## src/adcis_defs.svh

```systemverilog
// constants for the converter serial target port
`ifndef ADCIS_DEFS_SVH
`define ADCIS_DEFS_SVH
`define ADCIS_CLK_HZ 50000000
`define ADCIS_EXT_MIN_HZ 10000
// longest quiet gap on the shared pin that still counts as a clock (half period at 10 kHz)
`define ADCIS_EXT_GAP_CYC ((`ADCIS_CLK_HZ / `ADCIS_EXT_MIN_HZ) / 2)
`define ADCIS_EXT_EDGES 4'h8
`define ADCIS_EXT_DIV 5120
`define ADCIS_RES_BITS 6'h20
`define ADCIS_CFG_RST 8'h00
`define ADCIS_ADDR_BASE 7'h14
`define ADCIS_GLOBAL_ADDR 7'h77
`define ADCIS_WB_CFG 4'h0
`define ADCIS_WB_STAT 4'h4
`define ADCIS_WB_RES 4'h8
`define ADCIS_RES_W 32
`endif

```

## src/adcis_pkg.sv

```systemverilog
// types for the converter serial target port
package adcis_pkg;
    typedef enum logic [2:0] {
        ADCIS_IDLE = 3'b000,
        ADCIS_ADDR = 3'b001,
        ADCIS_AACK = 3'b010,
        ADCIS_WDAT = 3'b011,
        ADCIS_WACK = 3'b100,
        ADCIS_RDAT = 3'b101,
        ADCIS_RACK = 3'b110
    } adcis_state_t;
    // configuration byte fields
    typedef struct packed {
        logic [3:0] rsvd;
        logic input_select_temp;
        logic reject_sel_a;
        logic reject_sel_b;
        logic speed_double;
    } adcis_cfg_t;
    // pin states of the address straps
    typedef struct packed {
        logic hi_low;
        logic hi_high;
        logic lo_high;
    } adcis_straps_t;
endpackage

```

## src/adcis_port.sv

```systemverilog
// serial target port of a delta-sigma converter with wishbone side registers
//
// Added by the designer: the Wishbone slave port and the address map.
`timescale 1ns/1ns
`include "adcis_defs.svh"
module adcis_port
    import adcis_pkg::*;
(
    // clock and reset
    input wire logic REF_CLK,
    input wire logic SYS_RST,
    // serial bus pins
    input wire logic SCL_I,
    input wire logic SDA_I,
    output logic SDA_O,
    output logic SDA_OE,
    // address strap pins, pre-sensed by the pad: high pin as three levels, low pin as two
    input wire adcis_straps_t STRAPS,
    input wire logic ADDR_SEL_LO_OR_EXT_CLK_PIN,
    // converter core handshake
    input wire logic CONV_DONE,
    input wire logic [`ADCIS_RES_W-1:0] CONV_RESULT,
    output logic CONV_START,
    output logic CONV_BUSY,
    output logic EXT_CLK_SEL,
    output logic NULL_TICK,
    output adcis_cfg_t CFG,
    // classic wishbone slave
    input wire logic WB_CYC_I,
    input wire logic WB_STB_I,
    input wire logic WB_WE_I,
    input wire logic [3:0] WB_ADR_I,
    input wire logic [3:0] WB_SEL_I,
    input wire logic [31:0] WB_DAT_I,
    output logic [31:0] WB_DAT_O,
    output logic WB_ACK_O
);
    adcis_state_t state_ff, nxt_state;
    logic scl_d_ff, sda_d_ff;
    logic [7:0] sh_in_ff;
    logic [3:0] bit_ff;
    logic [`ADCIS_RES_W-1:0] sh_out_ff;
    logic [5:0] rd_cnt_ff;
    logic rd_ff;
    logic wrote_ff;
    logic sda_o_ff, sda_oe_ff;
    logic busy_ff;
    logic start_ff;
    adcis_cfg_t cfg_ff;
    logic ext_ff;
    logic [19:0] gap_ff;
    logic [3:0] edges_ff;
    logic pin_d_ff;
    logic [12:0] div_ff;
    logic tick_ff;
    logic [31:0] wb_dat_ff;
    logic wb_ack_ff;
    logic sw_start_ff;
    logic [6:0] own_addr;

    // bus edges and conditions seen on synchronous samples
    wire scl_rise = SCL_I & ~scl_d_ff;
    wire scl_fall = ~SCL_I & scl_d_ff;
    wire start_c = SCL_I & scl_d_ff & sda_d_ff & ~SDA_I;
    wire stop_c = SCL_I & scl_d_ff & ~sda_d_ff & SDA_I;
    wire pin_edge = ADDR_SEL_LO_OR_EXT_CLK_PIN ^ pin_d_ff;

    // address from straps: high pin three-state, low pin two-state, low bit forced to 1 under external clock
    wire [1:0] hi_code = STRAPS.hi_low ? 2'h0 : (STRAPS.hi_high ? 2'h1 : 2'h2);
    wire addr_sel_lo_bit = ext_ff ? 1'b1 : STRAPS.lo_high;
    assign own_addr = `ADCIS_ADDR_BASE + {4'h0, hi_code, addr_sel_lo_bit};
    // address sits above the direction bit once all eight bits are in
    wire [6:0] rx_addr = sh_in_ff[7:1];
    wire addr_hit = (rx_addr == own_addr) | (rx_addr == `ADCIS_GLOBAL_ADDR);
    wire rd_done = rd_ff & (rd_cnt_ff == `ADCIS_RES_BITS);

    // serial state machine, advanced on scl edges
    always_comb begin
        nxt_state = state_ff;
        case (state_ff)
            ADCIS_IDLE: nxt_state = ADCIS_IDLE;
            ADCIS_ADDR: begin
                if (scl_fall && bit_ff == 4'h8) begin
                    nxt_state = (addr_hit && !busy_ff) ? ADCIS_AACK : ADCIS_IDLE;
                end
            end
            ADCIS_AACK: if (scl_fall) nxt_state = rd_ff ? ADCIS_RDAT : ADCIS_WDAT;
            ADCIS_WDAT: if (scl_fall && bit_ff == 4'h8) nxt_state = ADCIS_WACK;
            ADCIS_WACK: if (scl_fall) nxt_state = ADCIS_IDLE;
            ADCIS_RDAT: if (scl_fall && bit_ff == 4'h8) nxt_state = ADCIS_RACK;
            ADCIS_RACK: begin
                if (scl_rise) nxt_state = (SDA_I || rd_done) ? ADCIS_IDLE : ADCIS_RACK;
                else if (scl_fall) nxt_state = ADCIS_RDAT;
            end
            default: nxt_state = ADCIS_IDLE;
        endcase
        if (start_c) nxt_state = ADCIS_ADDR;
        else if (stop_c) nxt_state = ADCIS_IDLE;
    end

    // sample registers and state
    always_ff @(posedge REF_CLK) begin
        if (SYS_RST) begin
            scl_d_ff <= 1'b1;
            sda_d_ff <= 1'b1;
            pin_d_ff <= 1'b0;
            state_ff <= ADCIS_IDLE;
        end else begin
            scl_d_ff <= SCL_I;
            sda_d_ff <= SDA_I;
            pin_d_ff <= ADDR_SEL_LO_OR_EXT_CLK_PIN;
            state_ff <= nxt_state;
        end
    end

    // receive shifter and bit counter
    always_ff @(posedge REF_CLK) begin
        if (SYS_RST || start_c) begin
            sh_in_ff <= 8'h00;
            bit_ff <= 4'h0;
        end else if (scl_rise && (state_ff == ADCIS_ADDR || state_ff == ADCIS_WDAT)) begin
            sh_in_ff <= {sh_in_ff[6:0], SDA_I};
            bit_ff <= bit_ff + 4'h1;
        end else if (scl_fall && bit_ff == 4'h8) begin
            bit_ff <= 4'h0;
        end else if (scl_rise && state_ff == ADCIS_RDAT) begin
            bit_ff <= bit_ff + 4'h1;
        end
    end

    // direction bit and received configuration
    always_ff @(posedge REF_CLK) begin
        if (SYS_RST) begin
            rd_ff <= 1'b0;
            wrote_ff <= 1'b0;
            cfg_ff <= `ADCIS_CFG_RST;
        end else begin
            if (state_ff == ADCIS_ADDR && scl_fall && bit_ff == 4'h8) rd_ff <= sh_in_ff[0];
            if (state_ff == ADCIS_WDAT && scl_fall && bit_ff == 4'h8) begin
                cfg_ff <= sh_in_ff;
                wrote_ff <= 1'b1;
            end else if (stop_c || start_c) begin
                wrote_ff <= 1'b0;
            end
        end
    end

    // transmit shifter: held until read, reloaded only when a conversion ends
    always_ff @(posedge REF_CLK) begin
        if (SYS_RST) begin
            sh_out_ff <= '0;
            rd_cnt_ff <= 6'h00;
        end else if (CONV_DONE && busy_ff) begin
            sh_out_ff <= CONV_RESULT;
            rd_cnt_ff <= 6'h00;
        end else if (scl_fall && state_ff == ADCIS_RDAT) begin
            // one shift per bit sent, so the byte's last bit leaves too
            sh_out_ff <= {sh_out_ff[`ADCIS_RES_W-2:0], 1'b0};
            rd_cnt_ff <= rd_cnt_ff + 6'h01;
        end
    end

    // open-drain sda drive, updated after falling scl, released on start or stop
    always_ff @(posedge REF_CLK) begin
        if (SYS_RST || start_c || stop_c) begin
            sda_o_ff <= 1'b0;
            sda_oe_ff <= 1'b0;
        end else if (scl_fall) begin
            sda_o_ff <= 1'b0;
            case (nxt_state)
                ADCIS_AACK, ADCIS_WACK: sda_oe_ff <= 1'b1;
                // inside a byte the shifter moves on this same edge, so look one bit ahead
                ADCIS_RDAT: sda_oe_ff <= (state_ff == ADCIS_RDAT) ? ~sh_out_ff[`ADCIS_RES_W-2] :
                    ~sh_out_ff[`ADCIS_RES_W-1];
                default: sda_oe_ff <= 1'b0;
            endcase
        end
    end
    // the first read bit must come out at the ack fall, so take the top bit there with no look-ahead
    assign SDA_O = sda_o_ff;
    assign SDA_OE = sda_oe_ff;

    // conversion control: start after write+stop, after full read, or by software
    always_ff @(posedge REF_CLK) begin
        if (SYS_RST) begin
            busy_ff <= 1'b1;
            start_ff <= 1'b1;
        end else begin
            start_ff <= 1'b0;
            if (!busy_ff && ((stop_c && wrote_ff) || (rd_done && state_ff == ADCIS_RACK
                    && nxt_state == ADCIS_IDLE) || sw_start_ff)) begin
                start_ff <= 1'b1;
                busy_ff <= 1'b1;
            end else if (busy_ff && CONV_DONE) begin
                busy_ff <= 1'b0;
            end
        end
    end

    // external clock detect: enough edges with no long gap
    always_ff @(posedge REF_CLK) begin
        if (SYS_RST) begin
            gap_ff <= 20'h00000;
            edges_ff <= 4'h0;
            ext_ff <= 1'b0;
        end else if (pin_edge) begin
            gap_ff <= 20'h00000;
            if (edges_ff != `ADCIS_EXT_EDGES) edges_ff <= edges_ff + 4'h1;
            else ext_ff <= 1'b1;
        end else if (gap_ff == 20'(`ADCIS_EXT_GAP_CYC)) begin
            edges_ff <= 4'h0; // slower than 10 kHz means strap, not clock
            ext_ff <= 1'b0;
        end else begin
            gap_ff <= gap_ff + 20'h00001;
        end
    end

    // filter null tick: one pulse per 5120 external clock rising edges
    always_ff @(posedge REF_CLK) begin
        if (SYS_RST || !ext_ff) begin
            div_ff <= 13'h0000;
            tick_ff <= 1'b0;
        end else begin
            tick_ff <= 1'b0;
            if (pin_edge && ADDR_SEL_LO_OR_EXT_CLK_PIN) begin
                if (div_ff == 13'(`ADCIS_EXT_DIV - 1)) begin
                    div_ff <= 13'h0000;
                    tick_ff <= 1'b1;
                end else begin
                    div_ff <= div_ff + 13'h0001;
                end
            end
        end
    end

    // wishbone decode
    wire wb_req = WB_CYC_I & WB_STB_I & ~wb_ack_ff;
    wire wb_wr_stat = wb_req & WB_WE_I & (WB_ADR_I == `ADCIS_WB_STAT) & WB_SEL_I[0];
    wire [31:0] rd_mux = (WB_ADR_I == `ADCIS_WB_CFG) ? {24'h000000, cfg_ff} :
        (WB_ADR_I == `ADCIS_WB_STAT) ? {28'h0000000, rd_ff, ext_ff, 1'b0, busy_ff} :
        (WB_ADR_I == `ADCIS_WB_RES) ? sh_out_ff : 32'h00000000;

    // wishbone answer one cycle after request; status bit 1 write starts conversion
    always_ff @(posedge REF_CLK) begin
        if (SYS_RST) begin
            wb_ack_ff <= 1'b0;
            wb_dat_ff <= 32'h00000000;
            sw_start_ff <= 1'b0;
        end else begin
            wb_ack_ff <= wb_req;
            wb_dat_ff <= wb_req ? rd_mux : 32'h00000000;
            sw_start_ff <= wb_wr_stat & WB_DAT_I[1];
        end
    end

    assign WB_ACK_O = wb_ack_ff;
    assign WB_DAT_O = wb_dat_ff;
    assign CONV_START = start_ff;
    assign CONV_BUSY = busy_ff;
    assign EXT_CLK_SEL = ext_ff;
    assign NULL_TICK = tick_ff;
    assign CFG = cfg_ff;
endmodule

```

## config.mk

```make
export PLATFORM = sky130hd
export DESIGN_NAME = adcis_port
export DESIGN_NICKNAME = d
export VERILOG_FILES = /design/src/adcis_pkg.sv /design/src/adcis_port.sv
export VERILOG_INCLUDE_DIRS = /design/src
export SDC_FILE = /design/constraint.sdc
export NUM_CORES = 1
export LEC_CHECK = 0
export ABC_AREA = 1
export BUFFER_PORTS_ARGS = -buffer_cell sky130_fd_sc_hd__buf_2
export CAP_MARGIN = 20
export CORE_MARGIN = 2
export CORE_UTILIZATION = 40
export CTS_CLUSTER_DIAMETER = 50
export DETAILED_ROUTE_END_ITERATION = 7
export SLEW_MARGIN = 10
export SYNTH_ARGS = -nofsm -noshare
export SYNTH_HDL_FRONTEND = slang
export SYNTH_SLANG_ARGS = --single-unit
```

## constraint.sdc

```tcl
create_clock -name REF_CLK -period 3.95 [get_ports REF_CLK]
set_clock_uncertainty 0.15 [all_clocks]
set_input_delay 0.1975 -clock REF_CLK [delete_from_list [all_inputs] [get_ports REF_CLK]]
set_output_delay 0.1975 -clock REF_CLK [all_outputs]
set_load 0.01 [all_outputs]
```

==> results.txt, run 1 <==
----------------------------------------------------
[Synthesis]
  Synthesized area per cell ... 7.87 um2
  Most numerous cell types in the synthesized netlist ... 142 x sky130_fd_sc_hd__dfxtp_1, 127 x sky130_fd_sc_hd__nor2_1, 124 x sky130_fd_sc_hd__nand2_1
  Area contributors post-synth ... sky130_fd_sc_hd__dfxtp_1 45%, sky130_fd_sc_hd__a211oi_2 7.7%, sky130_fd_sc_hd__nor2_1 7.6%, sky130_fd_sc_hd__nand2_1 7.4%, sky130_fd_sc_hd__inv_1 6.6%
  Number of instances in the synthesized netlist ... 802
  Number of warning messages in the yosys log ... 0
  Fraction of synthesized cell area taken by the top area cell type ... 45.0%
  Register bit count reported by yosys ... 142
  Synth unique cells ... 47
  Cell type with the highest aggregate area in the netlist ... sky130_fd_sc_hd__dfxtp_1
  Seq/Total Area, Yosys ... 45.0%
  Net Count, Synth ... 896
  Synth Cell Area ... 6310 um2
  Proportion of synthesized flip-flops having asynchronous set or reset ... 0%
  Top_reg_cell synth ... sky130_fd_sc_hd__dfxtp_1
  Number of synthesized flops with an enable pin ... 0
  Most repeated cell in the gate-level netlist after synthesis ... sky130_fd_sc_hd__dfxtp_1

[Cells and area]
  Fraction of final layout cells sized beyond drive strength 1 ... 20.7%
  Antenna cells ... 0
  Net total in the final layout ... 1027
  Synth-to-layout area growth ... 25.6%
  Layout Cell Area excl Fill ... 7930 um2

[Status]
  Run status ... finished, final reports clean

[GRT]
  GRT Total Usage ... 17.9%
  Pin count of the biggest net entering global routing ... 46
  Number of antenna violations at the first check in global routing ... 0
  Grt ovf ... 0
  First-pass GRT wire length ... 24100 um
  Via count of the first global-routing pass ... 5099

[Power and ir drop]
  Cell Pwr Density ... 428 nW/um2
  Switching power total ... 858 uW
  Switch share ... 25.3%
  Peak supply drop ... 314 uV
  Part of the total power dissipated in combinational logic ... 8.1%
  Cell leakage power ... 0.00323 uW
  Internal Dissipation ... 2530 uW
  Sequential fraction of design power ... 43.9%
  Proportion of power drawn by the clock network ... 48.0%

[Detailed routing]
  Detailed-route wire length ... 14700 um
  Total number of vias ... 5490
  Remaining DRCs ... 0
  Number of iterations in the first detailed-routing pass ... 5
  Count of antenna-violating nets left after detailed routing ... 0
  Number of DRC markers in iteration 0 ... 312
  Via-per-instance ratio ... 4.75
  Wire per inst ... 12.7 um

[Timing]
  Total setup violations reported at the end of the flow ... 0
  Slew Limit Headroom ... 39.6%
  Tightest Pin Transition ... 0.903 ns
  Final min period ... 2.53 ns
  Share of the clock period used by the worst path ... 64.0%
  Hold Fails Final Rpt ... 0
  Fmax ... 395 MHz
  Final setup TNS ... 0 ns
  Setup repair after global routing missed its margin ... false
  Count of pins over their slew limit ... 0

[Clock tree]
  Clk root buf ... sky130_fd_sc_hd__clkbuf_16
  Largest buffer count on any clock path ... 2
  Count of buffers added by post-CTS timing repair for setup ... 0
  CTS sink cnt ... 142
  CTS tree ... built
  Maximum level of the CTS H-tree ... 4
  TritonCTS buffer count ... 17
  Clock latency at the later pin of the worst-skew pair ... 0.42 ns
  Clock transition at the registers of the reported paths ... 0.06 ns

[Floorplan]
  Total number of placement rows ... 45
  Die width ... 130 um
  Boundary pin count ... 131
  Die extent in y ... 130 um
  Initial Utilization ... 41.2%
  Std-Cell Core Area ... 15300 um2
  Area enclosed by the die boundary ... 16800 um2

[Worst setup path]
  Crit. End Element ... flop
  WS Path Type ... flop to flop
  Kind of start point of the critical path ... flop
  Peak fanout along the critical path ... 36
  Crit path required time ... 4.07 ns
  Worst path arrival time ... 2.65 ns
  Register-to-register setup slack ... 1.42 ns

[Place]
  Port Buffers ... 95
  Detailed placer's ending HPWL ... 10200 um
  Final weighted congestion of routability-driven global placement ... 0.842
  Dpl cell area ... 6950 um2

[Job]
  Max-capacitance violation count ... 0

[Min path]
  Hold Path Class ... input port to flop

----------------------------------------------------
-- worst max-delay path, stage by stage, from the launching register on --
cell and delay, ns:
sky130_fd_sc_hd__dfxtp_1 0.41, sky130_fd_sc_hd__nand2_1 0.41, sky130_fd_sc_hd__inv_2 0.68, sky130_fd_sc_hd__buf_4 0.32, sky130_fd_sc_hd__nor2_1 0.05, sky130_fd_sc_hd__a211oi_1 0.29, sky130_fd_sc_hd__a211oi_2 0.06
-- power by group through the flow --
stage / Clock (uW) / Sequential, uW / Combinational, uW
floorplan: 0 / 1520 / 187
global placement: 0 / 1520 / 243
detailed placement: 0 / 1520 / 245
CTS: 1660 / 1490 / 276
global route: 1720 / 1490 / 311
finish: 1630 / 1490 / 276
-- area by class of cell --
| type | count | area [um2] |
|---|---|---|
| fill | 1508 | 7390 |
| multi-input combinational | 514 | 2880 |
| sequential | 142 | 2840 |
| timing repair buffer | 138 | 893 |
| inverter | 120 | 453 |
| clock buffer | 17 | 425 |
| tap | 211 | 264 |
| clock inverter | 15 | 174 |
-- worst paths after layout --
path              cells past startpoint            end         from
setup reg to reg                      6  sh_out_ff[12]    CONV_BUSY
hold / removal                        4    sw_start_ff  WB_ADR_I[3]
hold reg to reg                       2         SDA_OE       SDA_OE
setup / recovery                      6  sh_out_ff[12]    CONV_BUSY
-- flip-flops by register name (all words and copies together) (netlist names), 3 cells and up --
name       count
sh_out_ff     32
state_ff       3
rd_cnt_ff      6
WB_DAT_O      32
div_ff        13
bit_ff         4
sh_in_ff       8
edges_ff       4
gap_ff        20
CFG            8
-- placed cells by master, fill, tap and decap left out, types with 2 or more instances in the layout --
master and n:
sky130_fd_sc_hd__dfxtp_1 142, sky130_fd_sc_hd__nand2_1 124, sky130_fd_sc_hd__ha_1 10, sky130_fd_sc_hd__nor3_1 23, sky130_fd_sc_hd__nor2_4 4, sky130_fd_sc_hd__inv_1 111, sky130_fd_sc_hd__o21ai_0 37, sky130_fd_sc_hd__buf_4 5
sky130_fd_sc_hd__a21oi_1 50, sky130_fd_sc_hd__dlygate4sd3_1 38, sky130_fd_sc_hd__bufinv_16 2, sky130_fd_sc_hd__nor2_1 127, sky130_fd_sc_hd__nand3_1 19, sky130_fd_sc_hd__inv_2 8, sky130_fd_sc_hd__a31oi_1 5, sky130_fd_sc_hd__a311oi_1 7
sky130_fd_sc_hd__inv_8 2, sky130_fd_sc_hd__o21bai_1 4, sky130_fd_sc_hd__nor4_1 6, sky130_fd_sc_hd__clkinv_4 3, sky130_fd_sc_hd__buf_2 95, sky130_fd_sc_hd__a211oi_2 39, sky130_fd_sc_hd__nand2_2 2, sky130_fd_sc_hd__clkbuf_16 17
sky130_fd_sc_hd__and3_1 2, sky130_fd_sc_hd__nand4_1 11, sky130_fd_sc_hd__o211ai_1 6, sky130_fd_sc_hd__nor3_2 3, sky130_fd_sc_hd__inv_6 6, sky130_fd_sc_hd__nor3b_1 6, sky130_fd_sc_hd__a211oi_1 8, sky130_fd_sc_hd__xor2_1 4
-- layer usage --
metal  vias up  global-route usage, %  part of all wire, %
met5         -                      0                    0
met4         0                   5.19                  1.1
met3        10                   4.54                  4.5
met2       100                   28.3                   46
met1      2477                   24.4                   49
li1       2903                      -                    -
-- logic make-up after synthesis --
kind of cell	synth area share (%)
adder cells (fa/ha/maj)	1.98
XOR/XNOR	0.694
flip-flops	45.0
buffers and inverters	9.41
AND/OR/NAND/NOR	23.5
AO/OA/AOI/OAI	19.3
other	0.0594
-- repair_timing --
action / 4_1_cts / 5_1_grt
endpoints found under the hold margin: 38 / 0
hold buffers: 38 / 0
gates resized for setup: 0 / 0
-- stage by stage --
step / total power (uW) / setup WS (ns) / utilization [%] / std cells / hold slack [ns]
6_report: 3390 / 1.42 / 51.8 / 1157 / 0.0254
5_1_grt: 3530 / 1.19 / 51.8 / 1157 / 0.0671
4_1_cts: 3420 / 1.40 / 51.8 / 1157 / 0.00336
3_5_place_dp: 1770 / 1.48 / 45.4 / 1087 / 0.280
3_3_place_gp: 1760 / 1.53 / 45.4 / 1087 / 0.274
2_1_floorplan: 1700 / 2.22 / - / 802 / 0.154
No activity file was read; power rests on OpenSTA's default activity.
==> run 2: changes to the inputs <==
- clock period: 3.95 -> 2.3 ns (I/O delays scaled with it)
==> results.txt, run 2 (synthesis results as in run 1) <==
----------------------------------------------------
[Status]
  Run status ... finished, final reports clean

[Worst setup path]
  Worst path arrival time ... 2.39 ns
  WS Path Type ... input port to flop
  Crit path required time ... 2.51 ns
  Crit. End Element ... flop
  Peak fanout along the critical path ... 16
  Depth of the most critical reg-to-reg path ... 11
  Kind of start point of the critical path ... input port

[Timing]
  Final min period ... 2.18 ns
  Share of the clock period used by the worst path ... 94.8%
  Slew Limit Headroom ... 57.4%
  Tightest Pin Transition ... 0.639 ns
  Final setup TNS ... 0 ns
  Total setup violations reported at the end of the flow ... 0
  Count of pins over their slew limit ... 0
  Hold Fails Final Rpt ... 0
  Setup repair after global routing missed its margin ... false
  Fmax ... 459 MHz

[Clock tree]
  Largest buffer count on any clock path ... 2
  CTS tree ... built
  CTS sink cnt ... 142
  TritonCTS buffer count ... 17
  Clock latency at the later pin of the worst-skew pair ... 0.42 ns
  Count of buffers added by post-CTS timing repair for setup ... 0
  Clk root buf ... sky130_fd_sc_hd__clkbuf_16
  Maximum level of the CTS H-tree ... 4
  Clock transition at the registers of the reported paths ... 0.06 ns

[Floorplan]
  Area enclosed by the die boundary ... 16800 um2
  Die extent in y ... 130 um
  Die width ... 130 um
  Boundary pin count ... 131
  Std-Cell Core Area ... 15300 um2
  Initial Utilization ... 41.2%
  Total number of placement rows ... 45

[Place]
  Port Buffers ... 95
  Detailed placer's ending HPWL ... 10200 um
  Final weighted congestion of routability-driven global placement ... 0.818

[Detailed routing]
  Detailed-route wire length ... 14600 um
  Number of iterations in the first detailed-routing pass ... 6
  Via-per-instance ratio ... 4.75
  Wire per inst ... 12.6 um
  Remaining DRCs ... 0
  Number of DRC markers in iteration 0 ... 274
  Total number of vias ... 5538
  Count of antenna-violating nets left after detailed routing ... 0

[GRT]
  Number of antenna violations at the first check in global routing ... 0
  GRT Total Usage ... 17.8%
  Via count of the first global-routing pass ... 5018
  Pin count of the biggest net entering global routing ... 46
  Grt ovf ... 0
  First-pass GRT wire length ... 23700 um

[Power and ir drop]
  Switching power total ... 1400 uW
  Part of the total power dissipated in combinational logic ... 8.8%
  Cell Pwr Density ... 695 nW/um2
  Sequential fraction of design power ... 46.2%
  Proportion of power drawn by the clock network ... 45.0%
  Switch share ... 25.3%
  Internal Dissipation ... 4130 uW
  Peak supply drop ... 448 uV
  Cell leakage power ... 0.00323 uW

[Cells and area]
  Net total in the final layout ... 1036
  Utilization of the core after routing ... 52.0%
  Fraction of final layout cells sized beyond drive strength 1 ... 20.9%
  Count of filler cells inserted in the layout ... 1472
  Most frequent standard cell in the layout excluding fill and tap cells ... sky130_fd_sc_hd__dfxtp_1
  Most frequent cells in the layout ... 142 x sky130_fd_sc_hd__dfxtp_1, 127 x sky130_fd_sc_hd__nor2_1, 124 x sky130_fd_sc_hd__nand2_1
  Synth-to-layout area growth ... 26.0%

[Min path]
  Hold path cells ... 6
  Hold Path Class ... input port to flop

[Job]
  Max-capacitance violation count ... 0

----------------------------------------------------
run 2: cell count changes in the layout (fill, tap and decap cells not counted), sizes merged, moves of 2 or more:
cell,delta
buf,+5
dlygate4sd3,+4
clkinv,+2
bufinv,-2
clkinvlp,+3
inv,-6
run 2: layer usage:
metal / track usage, % / wire length, um / vias to the layer above
met2: 28.4 / 6640 / 114
met3: 5.00 / 619 / 14
li1: - / - / 2913
met5: 0 / 0 / -
met4: 4.68 / 143 / 0
met1: 23.8 / 7240 / 2497
run 2: power groups by stage:
stage | combinational (uW) | clock, uW | sequential (uW)
2_1_floorplan | 321 | 0 | 2600
3_3_place_gp | 428 | 0 | 2610
3_5_place_dp | 431 | 0 | 2610
4_1_cts | 487 | 2540 | 2560
5_1_grt | 544 | 2640 | 2560
6_report | 488 | 2490 | 2560
run 2: area by class of cell:
class | instances | area [um2] | share of cell area, %
multi-input cells | 514 | 2880 | 36.1
inverters | 120 | 453 | 5.69
well taps | 211 | 264 | 3.32
clock inverters | 12 | 92.6 | 1.16
clock buffers | 18 | 439 | 5.52
repair buffers | 147 | 987 | 12.4
diodes | 1 | 2.50 | 0.0314
flip-flops and latches | 142 | 2840 | 35.7
run 2: path summary, 6_finish.rpt:
| kind | start | end | slack (ns) |
|---|---|---|---|
| hold reg to reg | SDA_OE | SDA_OE | 0.32 |
| setup / recovery | WB_STB_I | sw_start_ff | 0.12 |
| hold / removal | WB_ADR_I[3] | WB_DAT_O[3] | 0.07 |
| setup reg to reg | state_ff[0] | sh_out_ff[13] | 0.22 |
run 2: metrics by stage:
stage	worst slack (ns)	power, uW	std cells	cell area, um2	hold WS, ns
global placement	0.238	3040	1092	7000	0.190
floorplan	0.571	2930	802	6310	0.0720
finish	0.120	5530	1165	7960	0.0732
CTS	0.118	5590	1164	7950	0.0502
global route	0.0199	5740	1164	7960	0.151
detailed placement	0.236	3040	1092	7000	0.196
run 2: worst max-delay path, cell delays in order:
cell and delay, ns:
sky130_fd_sc_hd__dlygate4sd3_1 0.51, sky130_fd_sc_hd__buf_2 0.09, sky130_fd_sc_hd__nand2_1 0.03, sky130_fd_sc_hd__dlygate4sd3_1 0.56, sky130_fd_sc_hd__nor3_2 0.13, sky130_fd_sc_hd__buf_6 0.19, sky130_fd_sc_hd__nor3b_1 0.19, sky130_fd_sc_hd__dlygate4sd3_1 0.57
run 2: timing repair:
action	CTS	global route
setup endpoints to repair	0	1
endpoints found under the hold margin	41	0
gates resized for setup	0	1
hold buffers	42	0
==> run 3: changes to the inputs <==
--- a/config.mk
+++ b/config.mk
@@ -11,5 +11,5 @@
 export CAP_MARGIN = 20
 export CORE_MARGIN = 2
-export CORE_UTILIZATION = 40
+export CORE_UTILIZATION = 28
 export CTS_CLUSTER_DIAMETER = 50
 export DETAILED_ROUTE_END_ITERATION = 7
--- a/constraint.sdc
+++ b/constraint.sdc
@@ -3,3 +3,3 @@
 set_input_delay 0.115 -clock REF_CLK [delete_from_list [all_inputs] [get_ports REF_CLK]]
 set_output_delay 0.115 -clock REF_CLK [all_outputs]
-set_load 0.01 [all_outputs]
+set_load 0.02 [all_outputs]
==> results.txt, run 3 (synthesis results as in run 1) <==
----------------------------------------------------
[Status]
  Run status ... finished, final reports clean

[Cells and area]
  Most frequent standard cell in the layout excluding fill and tap cells ... sky130_fd_sc_hd__dfxtp_1
  Synth-to-layout area growth ... 30.3%
  Storage element area ... 2850 um2
  Fraction of final layout cells sized beyond drive strength 1 ... 22.4%
  Count of filler cells inserted in the layout ... 2272
  Most frequent cells in the layout ... 140 x sky130_fd_sc_hd__dfxtp_1, 127 x sky130_fd_sc_hd__nor2_1, 123 x sky130_fd_sc_hd__nand2_1
  Final cell count without fillers ... 1249
  Antenna cells ... 0
  Area of the multi-input gates ... 2880 um2
  Net total in the final layout ... 1050
  Utilization of the core after routing ... 37.5%

[Timing]
  Fmax ... 462 MHz
  Count of pins over their slew limit ... 0
  Slew Limit Headroom ... 58.5%
  Final setup TNS ... 0 ns
  Final min period ... 2.16 ns
  Total setup violations reported at the end of the flow ... 0
  Share of the clock period used by the worst path ... 94.0%
  Tightest Pin Transition ... 0.623 ns
  Hold Fails Final Rpt ... 0

[Worst setup path]
  Most common cell on crit path ... sky130_fd_sc_hd__dlygate4sd3_1
  WS Path Type ... input port to flop
  Crit. End Element ... flop
  Peak fanout along the critical path ... 11
  Crit path required time ... 2.51 ns
  Critical path cell sequence ... dlygate4sd3_1 > buf_2 > nand2_1 > dlygate4sd3_1 > nor3_2 > buf_6 > nor3b_1 > dlygate4sd3_1
  Slowest cell on the critical path ... sky130_fd_sc_hd__dlygate4sd3_1
  Slowest stage delay, CP ... 0.57 ns
  Kind of start point of the critical path ... input port
  Worst path arrival time ... 2.37 ns

[Place]
  Final weighted congestion of routability-driven global placement ... 0.877
  Port Buffers ... 95
  Total instance count after detailed placement ... 1163
  Detailed placer's ending HPWL ... 11300 um

[Clock tree]
  CTS sink cnt ... 142
  Clock latency at the later pin of the worst-skew pair ... 0.42 ns
  Largest buffer count on any clock path ... 2
  Clk root buf ... sky130_fd_sc_hd__clkbuf_16
  Maximum level of the CTS H-tree ... 4
  CTS tree ... built
  Clock transition at the registers of the reported paths ... 0.06 ns
  TritonCTS buffer count ... 17

[Detailed routing]
  Number of DRC markers in iteration 0 ... 341
  Number of iterations in the first detailed-routing pass ... 4
  Detailed-route wire length ... 15600 um
  Total number of vias ... 5610
  Via-per-instance ratio ... 4.49
  Remaining DRCs ... 0
  Count of antenna-violating nets left after detailed routing ... 0
  Wire per inst ... 12.5 um

[GRT]
  Number of antenna violations at the first check in global routing ... 0
  Pin count of the biggest net entering global routing ... 44
  Grt ovf ... 0
  GRT Total Usage ... 13.5%
  Via count of the first global-routing pass ... 5364
  First-pass GRT wire length ... 25800 um

[Power and ir drop]
  Peak supply drop ... 483 uV
  Total power consumption of the routed design ... 5880 uW
  Cell Pwr Density ... 714 nW/um2
  Cell leakage power ... 0.00334 uW

[Floorplan]
  Std-Cell Core Area ... 22000 um2
  Area enclosed by the die boundary ... 23800 um2
  Die width ... 154 um
  Die extent in y ... 154 um
  Initial Utilization ... 28.8%
  Boundary pin count ... 131
  Total number of placement rows ... 54

[Min path]
  Hold Path Class ... input port to flop

[Job]
  Max-capacitance violation count ... 0

----------------------------------------------------
[run 3: cell types whose count changed in the layout (fill, tap and decap cells not counted), sizes merged]
cell | before | now
bufinv | 0 | 2
diode | 1 | 0
inv | 122 | 120
clkbuf | 18 | 22
dlygate4sd3 | 42 | 44
buf | 105 | 117
clkinv | 6 | 4
[run 3: final timing paths]
kind	start	slack, ns	cells past startpoint	end
max	WB_STB_I	0.14	8	sw_start_ff
min	CONV_DONE	0.005	4	sh_out_ff[8]
max reg2reg	state_ff[0]	0.16	11	sh_out_ff[3]
min reg2reg	sh_out_ff[8]	0.32	2	WB_DAT_O[8]
[run 3: repair_timing]
item                                    4_1_cts  5_1_grt
hold endpoints to repair                     43        0
gates resized for setup                       0        5
buffers inserted                              0       10
endpoints found under the setup margin        0        2
hold buffers                                 44        0
[run 3: stage by stage]
step	hold WS [ns]	cell area (um2)	setup WS, ns
6_report	0.00527	8230	0.137
5_1_grt	0.0533	8230	-0.00115
4_1_cts	0.0336	8150	0.0672
3_5_place_dp	0.200	7100	0.173
3_3_place_gp	0.189	7100	0.203
2_1_floorplan	0.0720	6310	0.482
[run 3: cell type report]
cell class / instances / area share [%]
clock buffers: 22 / 6.01
clock inverters: 10 / 1.34
inverters: 120 / 5.50
multi-input cells: 514 / 35.0
flip-flops and latches: 142 / 34.6
well taps: 280 / 4.26
repair buffers: 161 / 13.3
[run 3: layer usage]
layer | GRT usage (%) | routed length, um | vias up
li1 | - | - | 2947
met2 | 22.0 | 7300 | 92
met4 | 5.16 | 238 | 0
met5 | 0 | 0 | -
met1 | 17.3 | 7500 | 2555
met3 | 3.16 | 546 | 16
[run 3: critical path, delay by kind of cell]
kind	cells	cell delay, ns
AND/OR/NAND/NOR	3	0.33
buffers and inverters	5	1.91
[run 3: power by group]
part	internal, uW	leakage (uW)	switching, uW	total (uW)
clock network	1730	0.000290	1060	2800
registers	2520	0.00115	36.9	2560
logic	225	0.00190	294	520
